**src/rtl/usc_pkg.sv**
```systemverilog
// constants and carrier types for the uplink schedule and configuration block
// Summary of operation
// - The configured uplink interval is whole minutes and only values from 5 to 1440 are taken.
// - With the adaptive interval mode on, the interval in use is raised to the data-rate minimum.
// - Single-telegram minimums are 180, 120, 60, 30 and 15 minutes for DR0 to DR3 and DR4-DR5.
// - Two-telegram formats double those minimums, from 360 minutes at DR0 to 30 at DR4-DR5.
// - Downlink configuration is taken only on port 2 inside the receive window after an uplink.
// - A downlink command is a 0x00 byte, a type byte, a length byte and that many data bytes.
// - All time comes from the meter clock taken as standard time; no time base of its own.
// - The signed minute offset is subtracted from the meter timestamp before it is sent.
// - A zero offset sends the meter timestamp unchanged.
// - A daylight saving setting in the meter is ignored; timestamps stay in standard time.
// - Each block-coded telegram opens with the format byte, then data information blocks.
// - Each block is a data information field, a value information field, then the data.
// - The plain-text format sends readings as text without the block structure.
// - With the configuration lock on, bus writes are refused until the right access key is shown; downlink commands still apply.
// - An erroneous or unread value has bits 4 and 5 of its data information field set to 11.
package usc_pkg;
   // register byte offsets
   localparam logic [7:0] A_CTRL = 8'h00;
   localparam logic [7:0] A_IVL = 8'h04;
   localparam logic [7:0] A_OFF = 8'h08;
   localparam logic [7:0] A_KEY = 8'h0C;
   localparam logic [7:0] A_STAT = 8'h10;
   // control fields and reset values
   localparam int C_MODE = 0;
   localparam int C_TWO = 1;
   localparam int C_LOCK = 2;
   localparam int C_FMT = 8;
   localparam logic RST_MODE = 1'b1;
   localparam logic [7:0] RST_FMT = 8'h15;
   localparam logic [7:0] FMT_PLAIN = 8'h20;
   // interval limits in minutes
   localparam int IW = 11;
   localparam logic [10:0] IVL_MIN = 11'h005;
   localparam logic [10:0] IVL_MAX = 11'h5A0;
   localparam logic [10:0] RST_IVL = 11'h03C;
   localparam logic [10:0] ECO_DR0 = 11'h0B4;
   localparam logic [10:0] ECO_DR1 = 11'h078;
   localparam logic [10:0] ECO_DR2 = 11'h03C;
   localparam logic [10:0] ECO_DR3 = 11'h01E;
   localparam logic [10:0] ECO_DR4 = 11'h00F;
   // downlink framing
   localparam logic [7:0] DL_PORT = 8'h02;
   localparam logic [7:0] DL_LEAD = 8'h00;
   localparam logic [7:0] DLT_IVL = 8'h01;
   localparam logic [7:0] DLT_MODE = 8'h02;
   localparam logic [7:0] DLT_OFF = 8'h03;
   localparam logic [7:0] DLT_LOCK = 8'h04;
   localparam logic [7:0] DLT_FMT = 8'h05;
   // telegram coding
   localparam logic [7:0] DIF_ERR = 8'h30;
   localparam logic [1:0] DAT_LAST = 2'h3;

   typedef struct packed {
      logic psel;
      logic penable;
      logic pwrite;
      logic [7:0] paddr;
      logic [31:0] pwdata;
   } usc_apb_req_t;

   typedef struct packed {
      logic valid;
      logic [7:0] port;
      logic [7:0] data;
      logic last;
   } usc_dl_t;

   typedef struct packed {
      logic valid;
      logic [7:0] ctype;
      logic [31:0] value;
   } usc_cfg_t;

   typedef struct packed {
      logic valid;
      logic err;
      logic last;
      logic [7:0] dif;
      logic [7:0] vif;
      logic [31:0] data;
   } usc_rd_t;
endpackage

```
**src/rtl/usc_dl_parse.sv**
```systemverilog
// downlink configuration command parser
`timescale 1ns/1ps
module usc_dl_parse (
   // clock and reset
   input logic pclk,
   input logic presetn,
   input logic ce,
   // radio side
   input usc_pkg::usc_dl_t dl,
   input logic rx_window,
   // decoded command
   output usc_pkg::usc_cfg_t cfg
);
   typedef enum logic [2:0] {P_HDR, P_TYP, P_LEN, P_DAT, P_SKIP} usc_pst_t;
   usc_pst_t st_q;
   logic [7:0] typ_q;
   logic [7:0] len_q;
   logic [31:0] val_q;
   usc_pkg::usc_cfg_t cfg_q;

   // only port 2 bytes inside the receive window count
   wire take = dl.valid & rx_window & (dl.port == usc_pkg::DL_PORT);
   wire [31:0] val_d = {val_q[23:0], dl.data};

   assign cfg = cfg_q;

   always_ff @(posedge pclk or negedge presetn) begin
      if (!presetn) begin
         st_q <= P_HDR;
         typ_q <= 8'h00;
         len_q <= 8'h00;
         val_q <= 32'h0000_0000;
         cfg_q <= '0;
      end else if (ce) begin
         cfg_q.valid <= 1'b0;
         if (!rx_window) begin
            st_q <= P_HDR;
         end else if (take) begin
            case (st_q)
               P_HDR: st_q <= (dl.data == usc_pkg::DL_LEAD) ? P_TYP : P_SKIP;
               P_TYP: begin
                  typ_q <= dl.data;
                  st_q <= P_LEN;
               end
               P_LEN: begin
                  len_q <= dl.data;
                  val_q <= 32'h0000_0000;
                  st_q <= (dl.data == 8'h00) ? P_SKIP : P_DAT;
               end
               P_DAT: begin
                  val_q <= val_d;
                  len_q <= len_q - 8'h01;
                  if (len_q == 8'h01) begin
                     cfg_q <= '{valid: 1'b1, ctype: typ_q, value: val_d};
                     st_q <= P_SKIP;
                  end
               end
               default: st_q <= P_SKIP;
            endcase
            // a frame cut short before its length is reached is dropped
            if (dl.last) begin
               st_q <= P_HDR;
            end
         end
      end
   end
endmodule // usc_dl_parse

```
**src/rtl/usc_top.sv**
```systemverilog
// uplink interval scheduler, configuration registers and telegram framer
`timescale 1ns/1ps
module usc_top #(
   parameter logic [31:0] DEV_KEY = 32'h1234_5678 // arbitrary value
)(
   // clock and reset
   input logic pclk,
   input logic presetn,
   input logic ce,
   // apb slave
   input usc_pkg::usc_apb_req_t apb,
   output logic pready,
   output logic [31:0] prdata,
   output logic pslverr,
   // host meter
   input logic minute_tick_pin,
   input logic [31:0] meter_time,
   output logic [31:0] utc_time,
   // radio mac
   input logic [2:0] data_rate,
   input logic uplink_done,
   input usc_pkg::usc_dl_t dl,
   input logic rx_window,
   output logic uplink_req,
   output logic [10:0] eff_interval,
   // readings in
   input usc_pkg::usc_rd_t rd,
   input logic tel_start,
   output logic rd_ready,
   // telegram bytes out
   input logic tx_ready,
   output logic tx_valid,
   output logic [7:0] tx_byte,
   output logic tx_last
);
   typedef enum logic [2:0] {T_IDLE, T_FMT, T_DIB, T_DIF, T_VIF, T_DAT} usc_tst_t;

   function automatic logic ivl_ok(input logic [31:0] v);
      ivl_ok = (v[31:11] == 21'h0) && (v[10:0] >= usc_pkg::IVL_MIN)
               && (v[10:0] <= usc_pkg::IVL_MAX);
   endfunction

   function automatic logic [10:0] eco_min(input logic [2:0] dr, input logic two);
      logic [10:0] m;
      case (dr)
         3'h0: m = usc_pkg::ECO_DR0;
         3'h1: m = usc_pkg::ECO_DR1;
         3'h2: m = usc_pkg::ECO_DR2;
         3'h3: m = usc_pkg::ECO_DR3;
         default: m = usc_pkg::ECO_DR4;
      endcase
      eco_min = two ? {m[9:0], 1'b0} : m;
   endfunction

   // configuration state
   logic mode_q;
   logic two_q;
   logic lock_q;
   logic unl_q;
   logic [7:0] fmt_q;
   logic [10:0] ivl_q;
   logic [15:0] off_q;
   // bus answer
   logic pready_q;
   logic pslverr_q;
   logic [31:0] prdata_q;
   // scheduler
   logic [2:0] tick_s;
   logic [10:0] eff_q;
   logic [10:0] cnt_q;
   logic req_q;
   logic [31:0] utc_q;
   // framer
   usc_tst_t st_q;
   usc_pkg::usc_rd_t hold_q;
   logic [1:0] bc_q;
   logic rdy_q;
   logic txv_q;
   logic [7:0] txb_q;
   logic txl_q;
   usc_pkg::usc_cfg_t cfg;

   usc_dl_parse u_parse (
      .pclk(pclk),
      .presetn(presetn),
      .ce(ce),
      .dl(dl),
      .rx_window(rx_window),
      .cfg(cfg)
   );

   // apb decode
   wire acc = apb.psel & apb.penable & ~pready_q;
   wire done = apb.psel & apb.penable & pready_q;
   wire h_ctrl = apb.paddr == usc_pkg::A_CTRL;
   wire h_ivl = apb.paddr == usc_pkg::A_IVL;
   wire h_off = apb.paddr == usc_pkg::A_OFF;
   wire h_key = apb.paddr == usc_pkg::A_KEY;
   wire h_stat = apb.paddr == usc_pkg::A_STAT;
   wire mapped = h_ctrl | h_ivl | h_off | h_key | h_stat;
   wire cfg_hit = h_ctrl | h_ivl | h_off;
   wire locked = lock_q & ~unl_q;
   // refused: unmapped, locked config write, bad interval, status write
   wire err_d = ~mapped | (apb.pwrite & ((cfg_hit & locked)
                | (h_ivl & ~ivl_ok(apb.pwdata)) | h_stat));
   wire wr = done & apb.pwrite & ~pslverr_q;
   wire [31:0] rd_ctrl = {16'h0000, fmt_q, 5'h00, lock_q, two_q, mode_q};
   wire [31:0] rd_stat = {5'h00, locked, data_rate, cnt_q, eff_q, req_q};
   wire [31:0] rdata_d = h_ctrl ? rd_ctrl :
                         h_ivl ? {21'h000000, ivl_q} :
                         h_off ? {16'h0000, off_q} :
                         h_stat ? rd_stat : 32'h0000_0000;

   // downlink commands need no key, as the server is trusted
   wire dl_ivl = cfg.valid & (cfg.ctype == usc_pkg::DLT_IVL) & ivl_ok(cfg.value);
   wire dl_mode = cfg.valid & (cfg.ctype == usc_pkg::DLT_MODE);
   wire dl_off = cfg.valid & (cfg.ctype == usc_pkg::DLT_OFF);
   wire dl_lock = cfg.valid & (cfg.ctype == usc_pkg::DLT_LOCK);
   wire dl_fmt = cfg.valid & (cfg.ctype == usc_pkg::DLT_FMT);

   // scheduler terms
   wire tick = tick_s[1] & ~tick_s[2];
   wire [10:0] floor_d = eco_min(data_rate, two_q);
   wire [10:0] eff_d = (mode_q && ivl_q < floor_d) ? floor_d : ivl_q;
   wire [31:0] off_ext = {{16{off_q[15]}}, off_q};

   // framer terms
   wire plain = fmt_q == usc_pkg::FMT_PLAIN;
   wire tx_free = ~txv_q | tx_ready;
   wire rd_take = rd.valid & rdy_q;
   wire [7:0] dat_b = hold_q.data[{bc_q, 3'b000} +: 8];

   assign pready = pready_q;
   assign pslverr = pslverr_q;
   assign prdata = prdata_q;
   assign uplink_req = req_q;
   assign eff_interval = eff_q;
   assign utc_time = utc_q;
   assign rd_ready = rdy_q;
   assign tx_valid = txv_q;
   assign tx_byte = txb_q;
   assign tx_last = txl_q;

   // apb answer: one wait state, data and error ready with pready
   always_ff @(posedge pclk or negedge presetn) begin
      if (!presetn) begin
         pready_q <= 1'b0;
         pslverr_q <= 1'b0;
         prdata_q <= 32'h0000_0000;
      end else if (ce) begin
         pready_q <= acc;
         pslverr_q <= acc & err_d;
         if (acc) begin
            prdata_q <= apb.pwrite ? 32'h0000_0000 : rdata_d;
         end
      end
   end

   // control register; bus writes win over a same-cycle downlink
   always_ff @(posedge pclk or negedge presetn) begin
      if (!presetn) begin
         mode_q <= usc_pkg::RST_MODE;
         two_q <= 1'b0;
         lock_q <= 1'b0;
         fmt_q <= usc_pkg::RST_FMT;
      end else if (ce) begin
         if (wr & h_ctrl) begin
            mode_q <= apb.pwdata[usc_pkg::C_MODE];
            two_q <= apb.pwdata[usc_pkg::C_TWO];
            lock_q <= apb.pwdata[usc_pkg::C_LOCK];
            fmt_q <= apb.pwdata[usc_pkg::C_FMT +: 8];
         end else begin
            if (dl_mode) begin
               mode_q <= cfg.value[usc_pkg::C_MODE];
               two_q <= cfg.value[usc_pkg::C_TWO];
            end
            if (dl_lock) lock_q <= cfg.value[0];
            if (dl_fmt) fmt_q <= cfg.value[7:0];
         end
      end
   end

   always_ff @(posedge pclk or negedge presetn) begin
      if (!presetn) begin
         ivl_q <= usc_pkg::RST_IVL;
         off_q <= 16'h0000;
      end else if (ce) begin
         if (wr & h_ivl) ivl_q <= apb.pwdata[10:0];
         else if (dl_ivl) ivl_q <= cfg.value[10:0];
         if (wr & h_off) off_q <= apb.pwdata[15:0];
         else if (dl_off) off_q <= cfg.value[15:0];
      end
   end

   // key unlocks until a wrong key is written or the lock is dropped
   always_ff @(posedge pclk or negedge presetn) begin
      if (!presetn) begin
         unl_q <= 1'b0;
      end else if (ce) begin
         if (wr & h_key) unl_q <= apb.pwdata == DEV_KEY;
         else if (~lock_q) unl_q <= 1'b0;
      end
   end

   // minute tick from the meter clock is the only time base
   always_ff @(posedge pclk or negedge presetn) begin
      if (!presetn) tick_s <= 3'h0;
      else if (ce) tick_s <= {tick_s[1:0], minute_tick_pin};
   end

   // clamp re-evaluated every cycle; a rate change reaches eff_q next cycle, the countdown only at its next reload
   always_ff @(posedge pclk or negedge presetn) begin
      if (!presetn) eff_q <= usc_pkg::RST_IVL;
      else if (ce) eff_q <= eff_d;
   end

   // countdown in minutes; request holds until the uplink completes
   always_ff @(posedge pclk or negedge presetn) begin
      if (!presetn) begin
         cnt_q <= usc_pkg::RST_IVL;
         req_q <= 1'b0;
      end else if (ce) begin
         if (uplink_done) begin
            cnt_q <= eff_q;
            req_q <= 1'b0;
         end else if (tick && cnt_q != 11'h000) begin
            cnt_q <= cnt_q - 11'h001;
            if (cnt_q == 11'h001) req_q <= 1'b1;
         end
      end
   end

   // meter time is standard time; any daylight flag is never looked at
   always_ff @(posedge pclk or negedge presetn) begin
      if (!presetn) utc_q <= 32'h0000_0000;
      else if (ce) utc_q <= (off_q == 16'h0000) ? meter_time : meter_time - off_ext;
   end

   // telegram framer
   always_ff @(posedge pclk or negedge presetn) begin
      if (!presetn) begin
         st_q <= T_IDLE;
         hold_q <= '0;
         bc_q <= 2'h0;
         rdy_q <= 1'b0;
      end else if (ce) begin
         case (st_q)
            T_IDLE: if (tel_start) begin
               st_q <= plain ? T_DIB : T_FMT;
               rdy_q <= plain;
            end
            T_FMT: if (tx_free) begin
               st_q <= T_DIB;
               rdy_q <= 1'b1;
            end
            T_DIB: if (rd_take) begin
               hold_q <= rd;
               rdy_q <= 1'b0;
               bc_q <= 2'h0;
               st_q <= plain ? T_DAT : T_DIF;
            end
            T_DIF: if (tx_free) st_q <= T_VIF;
            T_VIF: if (tx_free) st_q <= T_DAT;
            T_DAT: if (tx_free) begin
               bc_q <= bc_q + 2'h1;
               if (bc_q == usc_pkg::DAT_LAST) begin
                  st_q <= hold_q.last ? T_IDLE : T_DIB;
                  rdy_q <= ~hold_q.last;
               end
            end
            default: st_q <= T_IDLE;
         endcase
      end
   end

   // byte register; data goes out least significant byte first
   always_ff @(posedge pclk or negedge presetn) begin
      if (!presetn) begin
         txv_q <= 1'b0;
         txb_q <= 8'h00;
         txl_q <= 1'b0;
      end else if (ce && tx_free) begin
         txv_q <= st_q inside {T_FMT, T_DIF, T_VIF, T_DAT};
         txl_q <= st_q == T_DAT && bc_q == usc_pkg::DAT_LAST && hold_q.last;
         case (st_q)
            T_FMT: txb_q <= fmt_q;
            T_DIF: txb_q <= hold_q.err ? (hold_q.dif | usc_pkg::DIF_ERR) : hold_q.dif;
            T_VIF: txb_q <= hold_q.vif;
            T_DAT: txb_q <= dat_b;
            default: txb_q <= txb_q;
         endcase
      end
   end
endmodule // usc_top

```
**config.mk**
```make
export PLATFORM = sky130hd
export DESIGN_NAME = usc_top
export DESIGN_NICKNAME = d
export VERILOG_FILES = /design/src/rtl/usc_pkg.sv /design/src/rtl/usc_dl_parse.sv /design/src/rtl/usc_top.sv
export SDC_FILE = /design/constraint.sdc
export NUM_CORES = 1
export LEC_CHECK = 0
export ABC_AREA = 0
export BUFFER_PORTS_ARGS = -buffer_cell sky130_fd_sc_hd__buf_4
export CORE_ASPECT_RATIO = 1.5
export CORE_UTILIZATION = 35
export CTS_CLUSTER_SIZE = 20
export DETAILED_ROUTE_END_ITERATION = 10
export HOLD_SLACK_MARGIN = 0.15
export PLACE_DENSITY = 0.62
export REMOVE_ABC_BUFFERS = 1
export SLEW_MARGIN = 25
export SYNTH_ARGS = -nofsm -noshare
export SYNTH_HDL_FRONTEND = slang
export SYNTH_HIERARCHICAL = 1
export SYNTH_SLANG_ARGS = --single-unit
```
**constraint.sdc**
```tcl
create_clock -name pclk -period 2.7 [get_ports pclk]
set_input_delay 0.135 -clock pclk [delete_from_list [all_inputs] [get_ports pclk]]
set_output_delay 0.135 -clock pclk [all_outputs]
set_load 0.02 [all_outputs]
```
==> metrics.cfg <==
[outcome]
status=finished, violations left
violations=negative setup slack

[routing]
viasPerCell=5.27
vias=13000
wl_per_cell_um=18.3
postRouteAntennaNets=0
firstDrtPassIters=7
first_iter_violations=651
wirelength_um=45100
drc_errors=0

[setup_path]
reg2reg_slack_ps=-60
reg2reg_from=off_q[15]
crit_family=simple AND/OR/NAND/NOR gates
r2r-end=utc_time[31]
crit_chain=clkinvlp_4, buf_8, ha_4, nand4_1, or4_4, nor2_4, a211oi_2, a21oi_1, mux2i_1, xnor2_1, mux2_2
critPathCapture=utc_time[31]
worstSetupEndpointType=flip-flop
max_stage_delay_ps=580
critical_path_arrival_ps=3210
criticalPathCategory=flip-flop to flip-flop
cp_slowest_cell=or4_4
worstSetupStartpoint=off_q[15]
critical_path_depth=11
critPathMaxFanout=6
worst-endpoint-required_ps=3150
start_kind=flip-flop
critPathBufInv=2
rr_worst_depth=11

[cts]
cts_buffers=28
cts.clk_slew.worst_paths_ps=60
clk_path_buf_depth=3
clockRootBuffer=clkbuf_16
htreeDepth=1
cts.sinks=276
cts_tree=built
clk_latency_ps=580

[synth]
syn_area_um2=15000
synth.area.mux_share=0.141
synth-simple-area-share=0.140
syn_avg_cell_area_um2=10.3
seq_area_frac_synth=0.460
synth_top_family_by_area=compound AO/OA/AOI/OAI gates
ys_ff_latch=276
synthArstFlopShare=1.00
yosysMostFrequentCell=dfrtp_1
synth_edf_count=0
synth_area_leaders=dfrtp_1, mux2_2, mux2i_1, mux2_4, a21oi_1
synth_area_leader_cell=dfrtp_1
synthAdderAreaFrac=0.0379
synth-compound-area-share=0.162
synth_top_area_share=0.433
synth_common_cells=dfrtp_1, nor2_1, nand2_1
synthXorXnorAreaFrac=0.0151
netlist_instances=1464
synth_flop_cell=dfrtp_1
ys_types=92
ys_warn_count=6

[hold_path]
holdCritPathClass=input pin to asynchronous set/reset pin

[cells_and_area]
area_growth_pct=36.5
nFillCells=3862
drive_gt1_frac=0.314
finalInstanceArea_um2=20500
final_cells=2468
nets=2080
regArea_um2=6930
multi_input_area_um2=7760

[grt]
grt_use_total=0.206
grt_max_degree=98
antenna_found_initial=4
grt_pass1_wl_um=71200
grt-ovfl-total=0
grt_pass1_vias=13200

[timing]
hold_ws_ps=186
worst_clock_skew_ps=34.2
post-route-period-util=1.02
relSlewSlack=0.461
finalWorstSetupSlack_ps=-62.6
final-max-slew-violation-count=0
setup_violations=1
period_needed_ps=2760
rsz0062_at_grt=true
hold_violations=0
fmax_mhz=362
worst_slew_pin_slew_ps=808

[die]
fp.dieArea_um2=43800
ioPinCount=244
rows=92
die_w_um=171
core_um2=42200
die_y_um=256
start_util=0.356

[pwr]
finalPower_mw=12.0
p_per_area_nw_per_um2=583
p_leak_nw=9.29
peakVddDrop_mv=0.505

[place]
post-place-cells=2274
place.gp.congestion=0.889
dp_hpwl_um=32800
placed_cell_area_um2=17800
io_buffers=238

[job]
maxCapViolCount=0

-- sequential cells by signal, summed over array words and instances, names as in the netlist, 2 cells and up --
register / flops
hold_q: 50
fmt_q: 8
ivl_q: 11
u_parse/cfg: 41
prdata: 27
bc_q: 2
st_q: 3
tick_s: 3
tx_byte: 8
u_parse/st_q: 3
u_parse/len_q: 8
eff_interval: 11
utc_time: 32
u_parse/val_q: 24
u_parse/typ_q: 8
off_q: 16
cnt_q: 11
-- how the worst min path moves through the flow --
stage / start / cells after the start / end
finish: presetn / 2 / prdata[20]
global route: apb[34] / 5 / prdata[9]
CTS: apb[34] / 5 / prdata[9]
detailed placement: presetn / 1 / prdata[20]
global placement: presetn / 1 / prdata[20]
floorplan: presetn / 0 / bc_q[0]
-- cell type report --
| cell class | instances | share of cell area |
|---|---|---|
| clock buffer | 41 | 0.0399 |
| tap | 564 | 0.0344 |
| sequential | 276 | 0.337 |
| antenna | 2 | 0.000244 |
| inverter | 43 | 0.00804 |
| clock inverter | 11 | 0.00939 |
| multi-input combinational | 1062 | 0.378 |
| timing repair buffer | 469 | 0.193 |
-- layout by cell type (no fill, tap or decap), types with 39 or more instances in the layout --
master and count:
dfrtp_1 259, nor2_1 133, nand2_1 123, dlygate4sd3_1 127, a22o_1 39, inv_1 42, buf_4 330, mux2i_1 60
o21ai_1 40, mux2_2 66, a21oi_1 104, mux2_4 39, o21ai_0 66
-- report_power, final --
part	total [mW]	switching [mW]	internal (mW)
Combinational	2.73	1.39	1.34
Sequential	5.03	0.385	4.64
Clock	4.22	1.72	2.50
Total	12.0	3.49	8.48
-- repair_timing --
action                     4_1_cts  5_1_grt
hold buffers                   127        0
setup endpoints to repair        8       21
pin swaps                        6       21
buffers inserted                 5       10
hold endpoints to repair       374        0
gates resized for setup         17       40
-- metrics by stage --
| step | util | TNS, ps | setup slack, ps |
|---|---|---|---|
| after floorplan | - | -4880 | -78.0 |
| after global placement | 0.422 | -316 | -115 |
| after detailed placement | 0.422 | -595 | -167 |
| after CTS | 0.480 | -129 | -70.0 |
| after global routing | 0.486 | -816 | -191 |
| final | 0.486 | -62.6 | -62.6 |
-- metal layers --
layer	GRT usage	up-vias	wire, um
met3	0.0295	94	1950
met1	0.242	6402	17800
met2	0.369	361	23700
met4	0.0818	2	1640
met5	0	-	13
li1	-	6147	-
-- logic make-up (layout without fill, tap and decap cells) --
kind of cell | after synthesis | in the layout
adder cells (fa/ha/maj) | 45 | 45
other | 1 | 7
multiplexers | 174 | 174
flip-flops | 276 | 276
AO/OA/AOI/OAI | 383 | 383
buffers and inverters | 130 | 564
AND/OR/NAND/NOR | 429 | 429
XOR/XNOR | 26 | 26
Power figures use the tool's default switching activity.
